## src/verilog/ebu_map.svh

```systemverilog
`ifndef EBU_MAP_SVH
`define EBU_MAP_SVH

// Register indexes on the plain register port
`define EBU_OFF_SYSCFG    8'h00
`define EBU_OFF_PORTDIR   8'h01
`define EBU_OFF_STATUS    8'h02
`define EBU_OFF_BCFG0     8'h08
`define EBU_OFF_WSEL1     8'h11
`define EBU_NUM_WIN       4

// System configuration and port direction fields
`define EBU_SYSCFG_HOLD_ENABLE_BIT  4
`define EBU_SYSCFG_SEG_HI 2
`define EBU_SYSCFG_SEG_LO 1
`define EBU_DIR_ACK_BIT   7

// Segment line enables per address space size
`define EBU_SEG_16M       2'h0
`define EBU_SEG_1M        2'h1
`define EBU_SEG_256K      2'h2
`define EBU_SEG_64K       2'h3
`define EBU_SEGOE_16M     8'hff
`define EBU_SEGOE_1M      8'h0f
`define EBU_SEGOE_256K    8'h03
`define EBU_SEGOE_64K     8'h00

// Reset values
`define EBU_SYSCFG_RST    16'h0000
`define EBU_PORTDIR_RST   16'h0000
`define EBU_BCFG_RST      16'h0000
`define EBU_WSEL_RST      16'h0000

// Timing counts in clock cycles, then the window base mask
`define EBU_ALE_LONG_CNT  4'h1
`define EBU_ALE_SHORT_CNT 4'h0
`define EBU_WIN_BASE_MASK 24'hfff000

`endif

```

## src/verilog/ebu_pkg.sv

```systemverilog
package ebu_pkg;

	typedef enum logic [1:0] {
		EBU_MODE_8_DEMUX,
		EBU_MODE_8_MUX,
		EBU_MODE_16_DEMUX,
		EBU_MODE_16_MUX
	} ebu_mode_t;

	typedef struct packed {
		logic [3:0] rsvd;
		logic       cs_en;
		logic       bus_act;
		logic       rdy_en;
		ebu_mode_t  mode;
		logic       rw_delay;
		logic       ale_long;
		logic       tri_extra;
		logic [3:0] wait_cnt;
	} ebu_bus_cfg_t;

	typedef struct packed {
		logic        write;
		logic [23:0] addr;
		logic [15:0] wdata;
	} ebu_req_t;

	typedef struct packed {
		logic        err;
		logic [15:0] rdata;
	} ebu_rsp_t;

	typedef enum logic [2:0] {
		EBU_ST_IDLE,
		EBU_ST_ADDR,
		EBU_ST_DELAY,
		EBU_ST_STROBE,
		EBU_ST_TRIS,
		EBU_ST_HELD
	} ebu_state_t;

endpackage : ebu_pkg

```

## src/verilog/ebu_external_bus_unit.sv

```systemverilog
`timescale 1ns/10ps
`include "ebu_map.svh"

// Functional notes
// - Single-chip or four external bus modes
// - Demux: address port, data full or low
// - Mux: address then data on data port
// - Wait, tri-state, ALE length, strobe delay programmable
// - Four windows, each select plus config
// - Window four beats three, two beats one
// - Outside all windows use default config
// - Five chip selects, four windows plus default
// - Ready input extends slow accesses
// - Arbitration only with hold enable bit
// - Hold enable hands pins to controller
// - Master after reset, acknowledge is output
// - Direction bit one selects slave mode
// - Space limit gives four, two, none segment lines
// - Full space drives all eight segment lines
// - Bus request pin is output only
module ebu_external_bus_unit
	import ebu_pkg::*;
(
	input  logic         clk_sys,
	input  logic         rst,
	input  logic [7:0]   reg_addr,
	input  logic [15:0]  reg_wdata,
	input  logic         reg_wr,
	input  logic         reg_rd,
	output logic [15:0]  reg_rdata,
	input  logic         req_valid,
	output logic         req_ready,
	input  ebu_req_t     req,
	output logic         rsp_valid,
	output ebu_rsp_t     rsp,
	input  logic [15:0]  data_port_in,
	output logic [15:0]  data_port_out,
	output logic [15:0]  data_port_oe,
	output logic [15:0]  address_port,
	output logic         address_port_oe,
	output logic [7:0]   seg_addr,
	output logic [7:0]   seg_addr_oe,
	output logic         ale,
	output logic         rd_n,
	output logic         wr_n,
	output logic [4:0]   cs_n,
	output logic         ctrl_oe,
	input  logic         ready_n,
	input  logic         hold_n,
	input  logic         hold_ack_pin_n_in,
	output logic         hold_ack_pin_n_out,
	output logic         hold_ack_pin_oe,
	output logic         bus_request_pin_n,
	output logic         bus_request_pin_oe
);
	logic [15:0]         system_config_reg;
	logic [15:0]         port_dir_reg;
	ebu_bus_cfg_t        bus_config_reg [0:`EBU_NUM_WIN];
	logic [15:0]         window_select_reg [1:`EBU_NUM_WIN];
	logic [2:0]          meta_ctl;
	logic [2:0]          sync_ctl;
	logic [15:0]         meta_data;
	logic [15:0]         sync_data;
	logic                ready_sync_n;
	logic                hold_sync_n;
	logic                ack_sync_n;
	logic [`EBU_NUM_WIN-1:0] win_hit;
	logic [2:0]          sel_win;
	ebu_bus_cfg_t        sel_cfg;
	ebu_state_t          state;
	ebu_bus_cfg_t        cur_cfg;
	ebu_req_t            cur_req;
	logic [3:0]          cnt;
	logic                data_oe;
	logic                hold_en;
	logic                slave;
	logic                granted;
	logic                floating;
	logic                cur_mux;
	logic                cur_8bit;

	assign hold_en  = system_config_reg[`EBU_SYSCFG_HOLD_ENABLE_BIT];
	assign slave    = port_dir_reg[`EBU_DIR_ACK_BIT];
	assign cur_mux  = (cur_cfg.mode == EBU_MODE_8_MUX) || (cur_cfg.mode == EBU_MODE_16_MUX);
	assign cur_8bit = (cur_cfg.mode == EBU_MODE_8_MUX) || (cur_cfg.mode == EBU_MODE_8_DEMUX);

	// Pins from outside pass two flops before use
	always_ff @(posedge clk_sys or posedge rst) begin
		if (rst) begin
			meta_ctl  <= 3'h7;
			sync_ctl  <= 3'h7;
			meta_data <= 16'h0000;
			sync_data <= 16'h0000;
		end else begin
			meta_ctl  <= {ready_n, hold_n, hold_ack_pin_n_in};
			sync_ctl  <= meta_ctl;
			meta_data <= data_port_in;
			sync_data <= meta_data;
		end
	end

	assign ready_sync_n = sync_ctl[2];
	assign hold_sync_n  = sync_ctl[1];
	assign ack_sync_n   = sync_ctl[0];

	// Register writes
	always_ff @(posedge clk_sys or posedge rst) begin
		if (rst) begin
			system_config_reg <= `EBU_SYSCFG_RST;
			port_dir_reg      <= `EBU_PORTDIR_RST;
			for (int i = 0; i <= `EBU_NUM_WIN; i++) begin
				bus_config_reg[i] <= `EBU_BCFG_RST;
			end
			for (int i = 1; i <= `EBU_NUM_WIN; i++) begin
				window_select_reg[i] <= `EBU_WSEL_RST;
			end
		end else if (reg_wr) begin
			if (reg_addr == `EBU_OFF_SYSCFG) begin
				system_config_reg <= reg_wdata;
			end else if (reg_addr == `EBU_OFF_PORTDIR) begin
				port_dir_reg <= reg_wdata;
			end else begin
				for (int i = 0; i <= `EBU_NUM_WIN; i++) begin
					if (reg_addr == `EBU_OFF_BCFG0 + 8'(i)) begin
						bus_config_reg[i] <= reg_wdata;
					end
				end
				for (int i = 1; i <= `EBU_NUM_WIN; i++) begin
					if (reg_addr == `EBU_OFF_WSEL1 + 8'(i - 1)) begin
						window_select_reg[i] <= reg_wdata;
					end
				end
			end
		end
	end

	// Read data one cycle after the strobe; unmapped reads return zero
	always_ff @(posedge clk_sys or posedge rst) begin
		if (rst) begin
			reg_rdata <= 16'h0000;
		end else if (reg_rd) begin
			reg_rdata <= 16'h0000;
			if (reg_addr == `EBU_OFF_SYSCFG) begin
				reg_rdata <= system_config_reg;
			end else if (reg_addr == `EBU_OFF_PORTDIR) begin
				reg_rdata <= port_dir_reg;
			end else if (reg_addr == `EBU_OFF_STATUS) begin
				reg_rdata <= {8'h00, granted, slave, hold_en, 2'(cur_mux), state};
			end else begin
				for (int i = 0; i <= `EBU_NUM_WIN; i++) begin
					if (reg_addr == `EBU_OFF_BCFG0 + 8'(i)) begin
						reg_rdata <= bus_config_reg[i];
					end
				end
				for (int i = 1; i <= `EBU_NUM_WIN; i++) begin
					if (reg_addr == `EBU_OFF_WSEL1 + 8'(i - 1)) begin
						reg_rdata <= window_select_reg[i];
					end
				end
			end
		end
	end

	for (genvar g = 0; g < `EBU_NUM_WIN; g++) begin : g_win
		logic raw_hit;
		ebu_window_match #(
			.ADDR_W (24)
		) u_match (
			.window_select_reg (window_select_reg[g + 1]),
			.addr              (req.addr),
			.hit               (raw_hit)
		);
		// A window whose config is inactive never claims an address
		assign win_hit[g] = raw_hit && bus_config_reg[g + 1].bus_act;
	end

	// Higher window wins where windows overlap
	always_comb begin
		if (win_hit[3]) begin
			sel_win = 3'h4;
		end else if (win_hit[2]) begin
			sel_win = 3'h3;
		end else if (win_hit[1]) begin
			sel_win = 3'h2;
		end else if (win_hit[0]) begin
			sel_win = 3'h1;
		end else begin
			sel_win = 3'h0;
		end
		sel_cfg = bus_config_reg[sel_win];
	end

	// With hold enabled, a slave owns the bus only while the other master acknowledges
	assign granted   = !(hold_en && slave) || !ack_sync_n;
	assign req_ready = req_valid && (state == EBU_ST_IDLE) && granted
		&& !(hold_en && !slave && !hold_sync_n);

	// Access sequencer; pins are registered so they change with state
	always_ff @(posedge clk_sys or posedge rst) begin
		if (rst) begin
			state         <= EBU_ST_IDLE;
			cur_cfg       <= `EBU_BCFG_RST;
			cur_req       <= '0;
			cnt           <= 4'h0;
			ale           <= 1'b0;
			rd_n          <= 1'b1;
			wr_n          <= 1'b1;
			cs_n          <= 5'h1f;
			address_port  <= 16'h0000;
			seg_addr      <= 8'h00;
			data_port_out <= 16'h0000;
			data_oe       <= 1'b0;
			rsp_valid     <= 1'b0;
			rsp           <= '0;
		end else begin
			rsp_valid <= 1'b0;
			case (state)
				EBU_ST_IDLE: begin
					cs_n <= 5'h1f;
					if (hold_en && !slave && !hold_sync_n) begin
						state <= EBU_ST_HELD;
					end else if (req_ready && !sel_cfg.bus_act) begin
						rsp_valid <= 1'b1;
						rsp       <= {1'b1, 16'h0000};
					end else if (req_ready) begin
						cur_cfg      <= sel_cfg;
						cur_req      <= req;
						ale          <= 1'b1;
						address_port <= req.addr[15:0];
						seg_addr     <= req.addr[23:16];
						cs_n         <= ~(5'(sel_cfg.cs_en) << sel_win);
						cnt          <= sel_cfg.ale_long ? `EBU_ALE_LONG_CNT
							: `EBU_ALE_SHORT_CNT;
						if (sel_cfg.mode == EBU_MODE_8_MUX || sel_cfg.mode == EBU_MODE_16_MUX) begin
							data_port_out <= req.addr[15:0];
							data_oe       <= 1'b1;
						end else begin
							data_oe <= 1'b0;
						end
						state <= EBU_ST_ADDR;
					end
				end
				EBU_ST_ADDR: begin
					if (cnt != 4'h0) begin
						cnt <= cnt - 4'h1;
					end else begin
						ale     <= 1'b0;
						data_oe <= 1'b0;
						if (cur_cfg.rw_delay) begin
							state <= EBU_ST_DELAY;
						end else begin
							rd_n          <= cur_req.write;
							wr_n          <= !cur_req.write;
							data_port_out <= cur_8bit ? {8'h00, cur_req.wdata[7:0]}
								: cur_req.wdata;
							data_oe       <= cur_req.write;
							cnt           <= cur_cfg.wait_cnt;
							state         <= EBU_ST_STROBE;
						end
					end
				end
				EBU_ST_DELAY: begin
					rd_n          <= cur_req.write;
					wr_n          <= !cur_req.write;
					data_port_out <= cur_8bit ? {8'h00, cur_req.wdata[7:0]} : cur_req.wdata;
					data_oe       <= cur_req.write;
					cnt           <= cur_cfg.wait_cnt;
					state         <= EBU_ST_STROBE;
				end
				EBU_ST_STROBE: begin
					if (cnt != 4'h0) begin
						cnt <= cnt - 4'h1;
					end else if (cur_cfg.rdy_en && ready_sync_n) begin
						cnt <= 4'h0;
					end else begin
						rd_n      <= 1'b1;
						wr_n      <= 1'b1;
						data_oe   <= 1'b0;
						rsp_valid <= 1'b1;
						rsp       <= {1'b0, cur_8bit ? {8'h00, sync_data[7:0]} : sync_data};
						if (cur_cfg.tri_extra) begin
							state <= EBU_ST_TRIS;
						end else begin
							cs_n  <= 5'h1f;
							state <= EBU_ST_IDLE;
						end
					end
				end
				EBU_ST_TRIS: begin
					cs_n  <= 5'h1f;
					state <= EBU_ST_IDLE;
				end
				EBU_ST_HELD: begin
					if (hold_sync_n || !hold_en) begin
						state <= EBU_ST_IDLE;
					end
				end
				default: begin
					state <= EBU_ST_IDLE;
				end
			endcase
		end
	end

	// Shared lines float while another master owns the bus
	assign floating = (state == EBU_ST_HELD) || ((state == EBU_ST_IDLE) && !granted);

	assign ctrl_oe         = !floating;
	assign data_port_oe    = {16{data_oe && !floating}};
	assign address_port_oe = !floating && !cur_mux;

	always_comb begin
		case (system_config_reg[`EBU_SYSCFG_SEG_HI:`EBU_SYSCFG_SEG_LO])
			`EBU_SEG_1M:   seg_addr_oe = `EBU_SEGOE_1M;
			`EBU_SEG_256K: seg_addr_oe = `EBU_SEGOE_256K;
			`EBU_SEG_64K:  seg_addr_oe = `EBU_SEGOE_64K;
			default:       seg_addr_oe = `EBU_SEGOE_16M;
		endcase
		if (floating) begin
			seg_addr_oe = 8'h00;
		end
	end

	// Arbitration pins are only taken over once hold is enabled
	assign hold_ack_pin_oe    = hold_en && !slave;
	assign hold_ack_pin_n_out = !(state == EBU_ST_HELD);
	assign bus_request_pin_oe = hold_en;
	assign bus_request_pin_n  = slave ? !(req_valid || state != EBU_ST_IDLE)
		: !((state == EBU_ST_HELD) && req_valid);

endmodule : ebu_external_bus_unit

```

## src/verilog/ebu_window_match.sv

```systemverilog
`timescale 1ns/10ps
`include "ebu_map.svh"

module ebu_window_match #(
	parameter int ADDR_W = 24
) (
	input  logic [15:0]       window_select_reg,
	input  logic [ADDR_W-1:0] addr,
	output logic              hit
);
	logic [ADDR_W-1:0] base;
	logic [ADDR_W-1:0] mask;

	// Size code doubles the window from 4 KByte upward
	assign base = {window_select_reg[15:4], 12'h000};
	assign mask = `EBU_WIN_BASE_MASK << window_select_reg[3:0];
	assign hit  = ((addr ^ base) & mask) == '0;

endmodule : ebu_window_match
```

## config.mk

```make
export PLATFORM = sky130hd
export DESIGN_NAME = ebu_external_bus_unit
export DESIGN_NICKNAME = d
export VERILOG_FILES = /design/src/verilog/ebu_pkg.sv /design/src/verilog/ebu_external_bus_unit.sv /design/src/verilog/ebu_window_match.sv
export VERILOG_INCLUDE_DIRS = /design/src /design/src/verilog
export SDC_FILE = /design/constraint.sdc
export NUM_CORES = 1
export LEC_CHECK = 0
export BUFFER_PORTS_ARGS = -buffer_cell sky130_fd_sc_hd__buf_2
export CAP_MARGIN = 20
export CORE_MARGIN = 2
export CORE_UTILIZATION = 53
export DETAILED_ROUTE_END_ITERATION = 6
export GPL_TIMING_DRIVEN = 0
export MAX_ROUTING_LAYER = met4
export PLACE_DENSITY_LB_ADDON = 0.2
export SETUP_SLACK_MARGIN = 0.5
export SYNTH_ARGS = -nofsm -noshare
export SYNTH_HDL_FRONTEND = slang
export SYNTH_SLANG_ARGS = --single-unit
export TNS_END_PERCENT = 50
```

## constraint.sdc

```tcl
create_clock -name clk_sys -period 9.4 [get_ports clk_sys]
set_input_delay 0.47 -clock clk_sys [delete_from_list [all_inputs] [get_ports clk_sys]]
set_output_delay 0.47 -clock clk_sys [all_outputs]
set_load 0.02 [all_outputs]
```

==> results of run 1 <==
-- worst max-delay path, cell delays in order --
cell and delay, ns:
clkbuf_1 0.50, buf_2 0.49, clkbuf_1 0.66, mux2i_1 0.34, nor2_1 0.06, a21oi_1 0.28, o22ai_1 0.13, a221oi_1 0.60
nand2_1 0.16, o221ai_1 0.20, o21ai_0 0.11
-- final cells by class --
class,instances,area [µm²]
flip-flops and latches,330,8270
multi-input cells,853,6630
repair buffers,199,1140
well taps,384,480
plain buffers,116,613
fillers,2340,10500
clock buffers,55,1080
clock inverters,8,71.3
inverters,28,109
-- per-layer routing --
metal / up-vias / global-route usage / wire length (µm)
met1: 5835 / 0.384 / 18100
met4: 0 / 0.119 / 1830
li1: 5195 / - / -
met3: 108 / 0.0494 / 3030
met5: - / - / 0
met2: 482 / 0.473 / 21300
-- cell usage after synthesis, types with 6 or more instances --
cell type  instances
o22ai_1           12
a21oi_1           64
nand2_1          117
a32oi_1           11
a31oi_1            6
nor2b_1           14
mux2_2           228
mux2i_1           32
nor2_1            76
clkbuf_1          53
buf_2             28
buf_4             24
dfrtp_1          317
dfstp_2           13
o21ai_0           50
a22o_1             8
o21ai_1            9
mux4_2             7
a221o_1            9
nand2b_1           8
o211ai_1           6
nand3_1           23
buf_6              7
xor2_1            23
a2111oi_0          7
xnor2_1           22
inv_1             28
mux2_4            10
a221oi_1          14
nor3_1            20
-- worst paths after layout --
path / from / end
max in group asynchronous: rst / rd_n$_DFFE_PP1P_
min in group asynchronous: rst / reg_rdata[9]$_DFFE_PP0P_
max: reg_addr[0] / reg_rdata[8]$_DFFE_PP0P_
min reg2reg: meta_data[13]$_DFF_PP0_ / sync_data[13]$_DFF_PP0_
max reg2reg: window_select_reg[49]$_DFFE_PP0P_ / cur_cfg[1]$_DFFE_PP0P_
min: hold_ack_pin_n_in / meta_ctl[0]$_DFF_PP1_
-- kinds of logic after synthesis --
group,after synthesis
DFF,330
and+or+nand+nor,285
muxes,277
AOI/OAI and AO/OA,240
buffers and inverters,144
xor gates and xnor gates,48
adders and majority gates,3
-- metrics by stage --
| stage | utilization | hold WS [ns] | instance area [µm²] | worst slack, ns | total power, mW |
|---|---|---|---|---|---|
| floorplan | - | 0.331 | 15600 | 4.53 | 2.23 |
| global placement | 0.591 | 0.332 | 17000 | 2.61 | 2.47 |
| detailed placement | 0.598 | 0.335 | 17200 | 5.26 | 2.50 |
| CTS | 0.638 | 0.0504 | 18400 | 5.77 | 3.88 |
| global route | 0.638 | 0.0444 | 18400 | 5.59 | 4.03 |
| finish | 0.638 | 0.0601 | 18400 | 5.76 | 3.85 |
-- report_power, final --
group	internal [mW]	leakage, nW	total, mW	switching, mW
logic	0.338	4.09	0.829	0.491
registers	1.56	4.39	1.64	0.0858
clock network	0.821	0.569	1.38	0.557
==> flow_summary.yaml, run 1 <==
finish:
  largest_reg_flops: 80
  diodes: 0
  stdcell_count: 1973
  final_common_cell: "dfrtp_1"
  final_nets: 1655
  drive_gt1_frac: 0.375
  area_delta_synth_final_pct: 17.8
  final_cell_mix: "dfrtp_1, mux2_2, buf_2, nand2_1, nor2_1"
clock_tree:
  clock_latency_ns: 0.52
  ctsHoldBuffers: 0
  post_cts_resized: 0
  path_clk_slew_ns: 0.06
  clock_sinks: 330
  htreeDepth: 2
  cts_setup_buffers: 0
  cts_buffer_depth: 3
  root_buffer: "clkbuf_16"
  cts_tree: "yes"
  cts_made_buffers: 36
floorplan:
  start_util: 0.541
  coreArea_um2: 28900
  ioPinCount: 202
  die_h_um: 176
  die_w_um: 176
  die-area_um2: 30900
  row_count: 62
run_status:
  outcome: "complete, no violations"
synthesis:
  synth_edf_count: 0
  syn_avg_cell_area_um2: 11.8
  synth_area_um2: 15600
  yosysSeqAreaShare: 0.530
  synthFlopType: "dfrtp_1"
  synth_compound_area_frac: 0.107
  synthAdderAreaFrac: 0.00232
  ys_types: 76
  synthArstFlopShare: 1.00
  syn_nets: 1418
  synth_top_family_by_area: "multiplexers"
  synthSimpleGateAreaFrac: 0.0826
  synth_cells: 1327
  synth_top_cell_by_area: "dfrtp_1"
  netlist.area_leader.share: 0.508
  synthXorXnorAreaFrac: 0.0283
  synthTopCellsByArea: "dfrtp_1, mux2_2, nand2_1"
  synth_mux_area_frac: 0.205
  yosys_register_bits: 330
  ys_warn_count: 0
job:
  cap_viol_max_count: 0
route:
  num_vias: 11600
  routedWlPerCell_um: 22.4
  drtPass1Iterations: 6
  via_per_inst: 5.89
  ant_nets: 0
  drt-initial-drc-count: 1083
  drt_wl_total_mm: 44.2
  drcViolationCount: 0
timing:
  fin_crit_sh: 0.387
  slew_viol_final: 0
  tightest_slew_ns: 0.881
  final.setup.tns_ns: 0
  fmax_mhz: 275
  rsz0062_at_grt: "no"
  fin_crit_ns: 3.64
  hold_violations: 0
  fin_skew_ns: 0.0187
  finalSetupViolations: 0
  maxSlewHeadroom: 0.410
pwr:
  cellLeakagePower_nw: 9.05
  p_per_area_nw_per_um2: 209
  ir_drop_uv: 125
global_routing:
  track_usage: 0.298
  grt_first_pass_wirelength_mm: 67.9
  grt_pass1_vias: 11600
  grt_max_degree: 44
  antenna_found_initial: 0
  grt_overflow_total: 0
place:
  place.gp.congestion: 1.02
  hpwlAfterDp_mm: 32.3
  port_buffers: 187
  placed_cells: 1910
setup_path:
  end_kind: "register"
  worstPathArrival_ns: 4.01
  crit_required_ns: 9.78
  critPathKind: "in2reg"
  rrSetupSlack_ns: 6.03
  worstSetupStartpointType: "input pin"
  crit_fanout: 10
  rr_worst_depth: 11
worst_hold_path:
  hold_path_class: "in2reg"
  worstHoldPathCells: 1
Note: power is estimated with default switching activity, not from simulation.
==> run 2: changes to the inputs <==
ABC_AREA = 1   (was not set)
clock period = 3.25 ns   (was 9.4 ns; I/O delays follow)
==> flow_summary.yaml, run 2 <==
run_status:
  outcome: "complete, no violations"
timing:
  fin_crit_ns: 2.57
  tightest_slew_ns: 1.13
  hold_violations: 0
  fin_skew_ns: 0.0195
  fin_crit_sh: 0.790
  final.setup.tns_ns: 0
  rsz0062_at_grt: "no"
  slew_viol_final: 0
  maxSlewHeadroom: 0.241
  fmax_mhz: 390
  finalSetupViolations: 0
synthesis:
  synth_edf_count: 0
  ys_warn_count: 0
  synthTopCellsByCount: "nand2_1, dfrtp_1, o21ai_0, inv_1, nand3_1"
  synth_cells: 1909
  syn_avg_cell_area_um2: 8.14
  synthTopCellsByArea: "dfrtp_1, nand2_1, o21ai_0"
  yosysMostFrequentCell: "nand2_1"
  netlist.area_leader.share: 0.510
  synthFlopType: "dfrtp_1"
  yosysSeqAreaShare: 0.532
  synth_top_cell_by_area: "dfrtp_1"
  syn_nets: 2000
  synth_area_um2: 15500
  ys_types: 54
  yosys_register_bits: 330
  synthArstFlopShare: 1.00
floorplan:
  die-area_um2: 30700
  ioPinCount: 202
  die_h_um: 175
  coreArea_um2: 28800
  row_count: 62
  die_w_um: 175
  start_util: 0.540
finish:
  fin_area_um2: 19100
  area_delta_synth_final_pct: 23.1
  final_cell_mix: "nand2_1, dfrtp_1, o21ai_0, buf_2, inv_1"
  final_common_cell: "nand2_1"
  drive_gt1_frac: 0.180
  largest_reg_flops: 80
  finish.utilization: 0.665
  stdcell_count: 2637
  final_nets: 2313
setup_path:
  crit_fanout: 10
  worstPathArrival_ns: 2.98
  cpMostUsedCell: "nand2_1"
  cp_slowest_cell: "dfrtp_1"
  crit_buf_inv: 2
  crit_required_ns: 3.66
  worstSetupStartpointType: "register"
  crit_family: "simple AND/OR/NAND/NOR gates"
  critPathKind: "reg2reg"
  end_kind: "register"
  max_stage_delay_ns: 0.46
  path_cells: "nor2_1, nand3_1, nand3_1, nand2_1, nand2_1, nand2_1, nand2_1, nand2_1, nand2_2, buf_6, nand3_2, nand3_2, nand3_2, nand2_2, nand2_4, buf_2, nand3_1, nand2_1"
clock_tree:
  path_clk_slew_ns: 0.06
  cts_tree: "yes"
  htreeDepth: 2
  root_buffer: "clkbuf_16"
  cts_made_buffers: 37
  clock_latency_ns: 0.53
  cts_buffer_depth: 3
  clock_sinks: 330
pwr:
  p_total_mw: 13.2
  ir_drop_uv: 539
  p_per_area_nw_per_um2: 689
  cellLeakagePower_nw: 9.53
global_routing:
  grt_max_degree: 44
  grt_first_pass_wirelength_mm: 77.8
  grt_overflow_total: 0
  track_usage: 0.341
  antenna_found_initial: 1
  grt_pass1_vias: 13900
route:
  drt_wl_total_mm: 50.2
  num_vias: 14400
  drcViolationCount: 0
  ant_nets: 0
  routedWlPerCell_um: 19.0
  drtPass1Iterations: 5
  drt-initial-drc-count: 1516
  via_per_inst: 5.48
place:
  place.gp.congestion: 0.989
  port_buffers: 196
  hpwlAfterDp_mm: 36.7
  placed_cells: 2497
  dpl_cell_area_um2: 17200
worst_hold_path:
  hold_path_class: "in2reg"
job:
  cap_viol_max_count: 0
==> run 2: cell types whose count changed in the layout (fill, tap and decap cells not counted), sizes merged, moves of 16 or more <==
| cell | previous run | this run |
|---|---|---|
| a21oi | 64 | 45 |
| nand2 | 117 | 680 |
| mux2 | 238 | 0 |
| inv | 27 | 147 |
| mux2i | 32 | 0 |
| nand3 | 23 | 111 |
| nand4 | 2 | 18 |
| o21ai | 60 | 261 |
| dlygate4sd3 | 0 | 66 |
==> run 2: final cells by class <==
cell class	count	area (µm²)
inverters	151	573
well taps	384	480
plain buffers	114	599
repair buffers	274	1830
fillers	2420	9650
clock inverters	8	97.6
clock buffers	60	1150
flip-flops and latches	330	8270
multi-input cells	1314	6110
diodes	2	5.00
==> run 2: report_power, final <==
group	internal, mW	leakage, nW	switching, mW
Clock	2.59	0.618	1.68
Combinational	1.32	4.56	2.47
Sequential	4.73	4.35	0.391
Total	8.65	9.53	4.53
==> run 2: tightest hold or removal path, delay by kind of cell <==
kind | cells | cell delay [ns]
simple gates | 2 | 0.16
buf+inv | 1 | 0.20
==> run 2: cell families after synthesis <==
group           synth area share
compound gates             0.125
flops                      0.532
buf+inv                   0.0751
simple gates               0.251
xor+xnor                  0.0147
fa+ha+maj                0.00161
==> run 2: routing by layer <==
layer | GRT usage | share of wire | vias to the layer above
met1 | 0.441 | 0.41 | 6849
met3 | 0.0735 | 0.086 | 151
met5 | - | 0 | -
met4 | 0.146 | 0.049 | 0
met2 | 0.521 | 0.45 | 657
li1 | - | - | 6789
==> run 2: worst paths after layout <==
path / from / to / cells past startpoint / slack, ns
min in group asynchronous: rst / bus_config_reg[54]$_DFFE_PP0P_ / 3 / 0.31
min: req[39] / seg_addr[7]$_DFFE_PP0P_ / 3 / 0.04
max in group asynchronous: rst / bus_config_reg[14]$_DFFE_PP0P_ / 6 / 1.73
max reg2reg: window_select_reg[33]$_DFFE_PP0P_ / data_port_out[8]$_DFFE_PP0P_ / 18 / 0.68
max: window_select_reg[33]$_DFFE_PP0P_ / data_port_out[8]$_DFFE_PP0P_ / 18 / 0.68
min reg2reg: meta_data[1]$_DFF_PP0_ / sync_data[1]$_DFF_PP0_ / 0 / 0.35
==> run 2: stage by stage <==
stage          hold slack (ns)  setup WS (ns)
6_report                0.0438          0.683
5_1_grt                 0.0362          0.491
4_1_cts                 0.0196          0.558
3_5_place_dp             0.269          0.381
3_3_place_gp             0.269          -3.19
2_1_floorplan            0.167          -1.31
==> run 2: timing repair <==
item	CTS	global route
resized for setup	2	5
buffers inserted	0	2
pin swaps	0	1
endpoints found under the hold margin	87	0
hold buffers	66	0
setup endpoints to repair	16	60
==> run 3: changes to the inputs <==
clock period = 2.35 ns   (was 3.25 ns; I/O delays follow)
==> flow_summary.yaml, run 3 (synthesis results as in run 2) <==
clock_tree:
  path_clk_slew_ns: 0.06
  cts_buffer_depth: 3
  cts_made_buffers: 37
  cts_tree: "yes"
  htreeDepth: 2
  root_buffer: "clkbuf_16"
  clock_latency_ns: 0.53
  clock_sinks: 330
floorplan:
  row_count: 62
  start_util: 0.540
  die_h_um: 175
  coreArea_um2: 28800
  die-area_um2: 30700
  die_w_um: 175
  ioPinCount: 202
pwr:
  p_switching_mw: 6.92
  p_clk_frac: 0.298
  p_sw_frac: 0.348
  seqPwrFrac: 0.358
  cellLeakagePower_nw: 10.2
  ir_drop_uv: 631
  p_per_area_nw_per_um2: 966
  comb_power_share: 0.344
  internal-power_mw: 13.0
  p_total_mw: 19.9
route:
  ant_nets: 0
  drt_wl_total_mm: 54.0
  routedWlPerCell_um: 20.0
  num_vias: 15200
  drcViolationCount: 0
  via_per_inst: 5.62
  drt-initial-drc-count: 1673
  drtPass1Iterations: 6
setup_path:
  crit_required_ns: 2.77
  reg2reg_from: "window_select_reg[10]$_DFFE_PP0P_"
  critPathKind: "reg2reg"
  crit_fanout: 6
  end_kind: "register"
  rr_worst_depth: 16
  worstSetupStartpointType: "register"
  rrSetupSlack_ns: -0.02
  worstPathArrival_ns: 2.79
  cp_slowest_cell: "dfrtp_1"
  path_cells: "or2_1, nand3_1, nand2_1, nor2_1, nand2_1, nand2_2, inv_2, nor2_4, inv_4, nand2_4, nand4_4, buf_6, buf_6, nand2_4, a21oi_2, or2_4"
  crit_buf_inv: 4
  crit_family: "simple AND/OR/NAND/NOR gates"
  cp.depth: 16
  timing.rr.end: "state[2]$_DFFE_PP0P_"
  max_stage_delay_ns: 0.40
finish:
  stdcell_count: 2699
  largest_reg_flops: 80
  drive_gt1_frac: 0.247
  diodes: 0
  final_nets: 2377
  final_cell_mix: "nand2_1, dfrtp_1, o21ai_0, buf_2, inv_1"
  fin_area_um2: 20600
  finish.utilization: 0.716
  area_delta_synth_final_pct: 32.5
  final_common_cell: "nand2_1"
worst_hold_path:
  worstHoldStart: "req[36]"
  worstHoldPathCells: 3
  min_to: "seg_addr[4]$_DFFE_PP0P_"
  hold_path_class: "in2reg"
global_routing:
  grt_overflow_total: 0
  antenna_found_initial: 0
  grt_pass1_vias: 14600
  grt_first_pass_wirelength_mm: 82.9
  track_usage: 0.363
  grt_max_degree: 44
place:
  port_buffers: 196
  placed_cells: 2497
  dpl_cell_area_um2: 17200
  hpwlAfterDp_mm: 36.7
  place.gp.congestion: 0.989
timing:
  hold_violations: 0
  setup_slack_ns: -0.0222
  maxSlewHeadroom: 0.177
  fmax_mhz: 422
  fin_crit_ns: 2.37
  final.setup.tns_ns: -0.0222
  fin_crit_sh: 1.01
  fin_skew_ns: 0.0178
  rsz0062_at_grt: "yes"
  tightest_slew_ns: 1.22
  finalSetupViolations: 1
  slew_viol_final: 0
job:
  cap_viol_max_count: 0
run_status:
  outcome: "finished, violations left"
  violations: "setup timing"
-- run 3: cell types whose count changed in the layout (fill, tap and decap cells not counted), moves of 9 or more --
cell / delta
nor2_1: -21
nand2_1: -25
clkbuf_2: +9
nand3_1: -13
dfrtp_2: +11
nor2_2: +13
inv_1: -9
clkbuf_1: -11
buf_4: +21
nand2_2: +17
nand3_2: +13
buf_2: -37
buf_6: +61
dfrtp_1: -11
-- run 3: stage by stage --
stage	worst slack, ns	hold WS (ns)
finish	-0.0222	0.0338
floorplan	-2.16	0.122
detailed placement	-0.474	0.224
global route	-0.142	0.0485
CTS	0.0154	0.00470
global placement	-4.04	0.224
-- run 3: how the worst max path moves through the flow --
stage	startpoint	endpoint	slack [ns]
after floorplan	rst	address_port[0]$_DFFE_PP0P_	-2.16
after global placement	rst	system_config_reg[11]$_DFFE_PP0P_	-4.04
after detailed placement	reg_addr[7]	bus_config_reg[57]$_DFFE_PP0P_	-0.47
after CTS	window_select_reg[12]$_DFFE_PP0P_	cur_cfg[8]$_DFFE_PP0P_	0.02
after global routing	window_select_reg[47]$_DFFE_PP0P_	state[2]$_DFFE_PP0P_	-0.14
final	window_select_reg[10]$_DFFE_PP0P_	state[2]$_DFFE_PP0P_	-0.02
-- run 3: layout make-up --
class | instances | area (µm²)
Sequential cell | 330 | 8290
Tap cell | 384 | 480
Clock inverter | 8 | 97.6
Timing Repair Buffer | 338 | 2660
Clock buffer | 60 | 1150
Fill cell | 2204 | 8190
Multi-Input combinational cell | 1314 | 6510
Inverter | 151 | 608
Buffer | 114 | 798
-- run 3: routing by layer --
metal	part of all wire	track usage
met1	0.39	0.467
met2	0.47	0.572
met3	0.092	0.0661
met4	0.042	0.147
met5	0	-
-- run 3: worst reg2reg max path, delay by kind of cell (launching register included) --
kind            cells  cell delay (ns)
compound gates      1             0.04
buf+inv             4             0.47
simple gates       11             1.37
flops               1             0.40
-- run 3: power by group through the flow --
stage               clock network (mW)  registers, mW  logic (mW)
floorplan                            0           7.55        3.05
global placement                     0           7.13        4.95
detailed placement                   0           7.15        5.07
CTS                               5.95           7.06        6.44
global route                      6.20           7.21        7.36
finish                            5.93           7.13        6.84
-- run 3: what timing repair did --
action	CTS	global route
hold endpoints to repair	98	0
pin swaps	38	32
setup endpoints to repair	269	283
hold buffers	70	0
resized for setup	199	95
gates cloned	6	0
buffers inserted	35	22
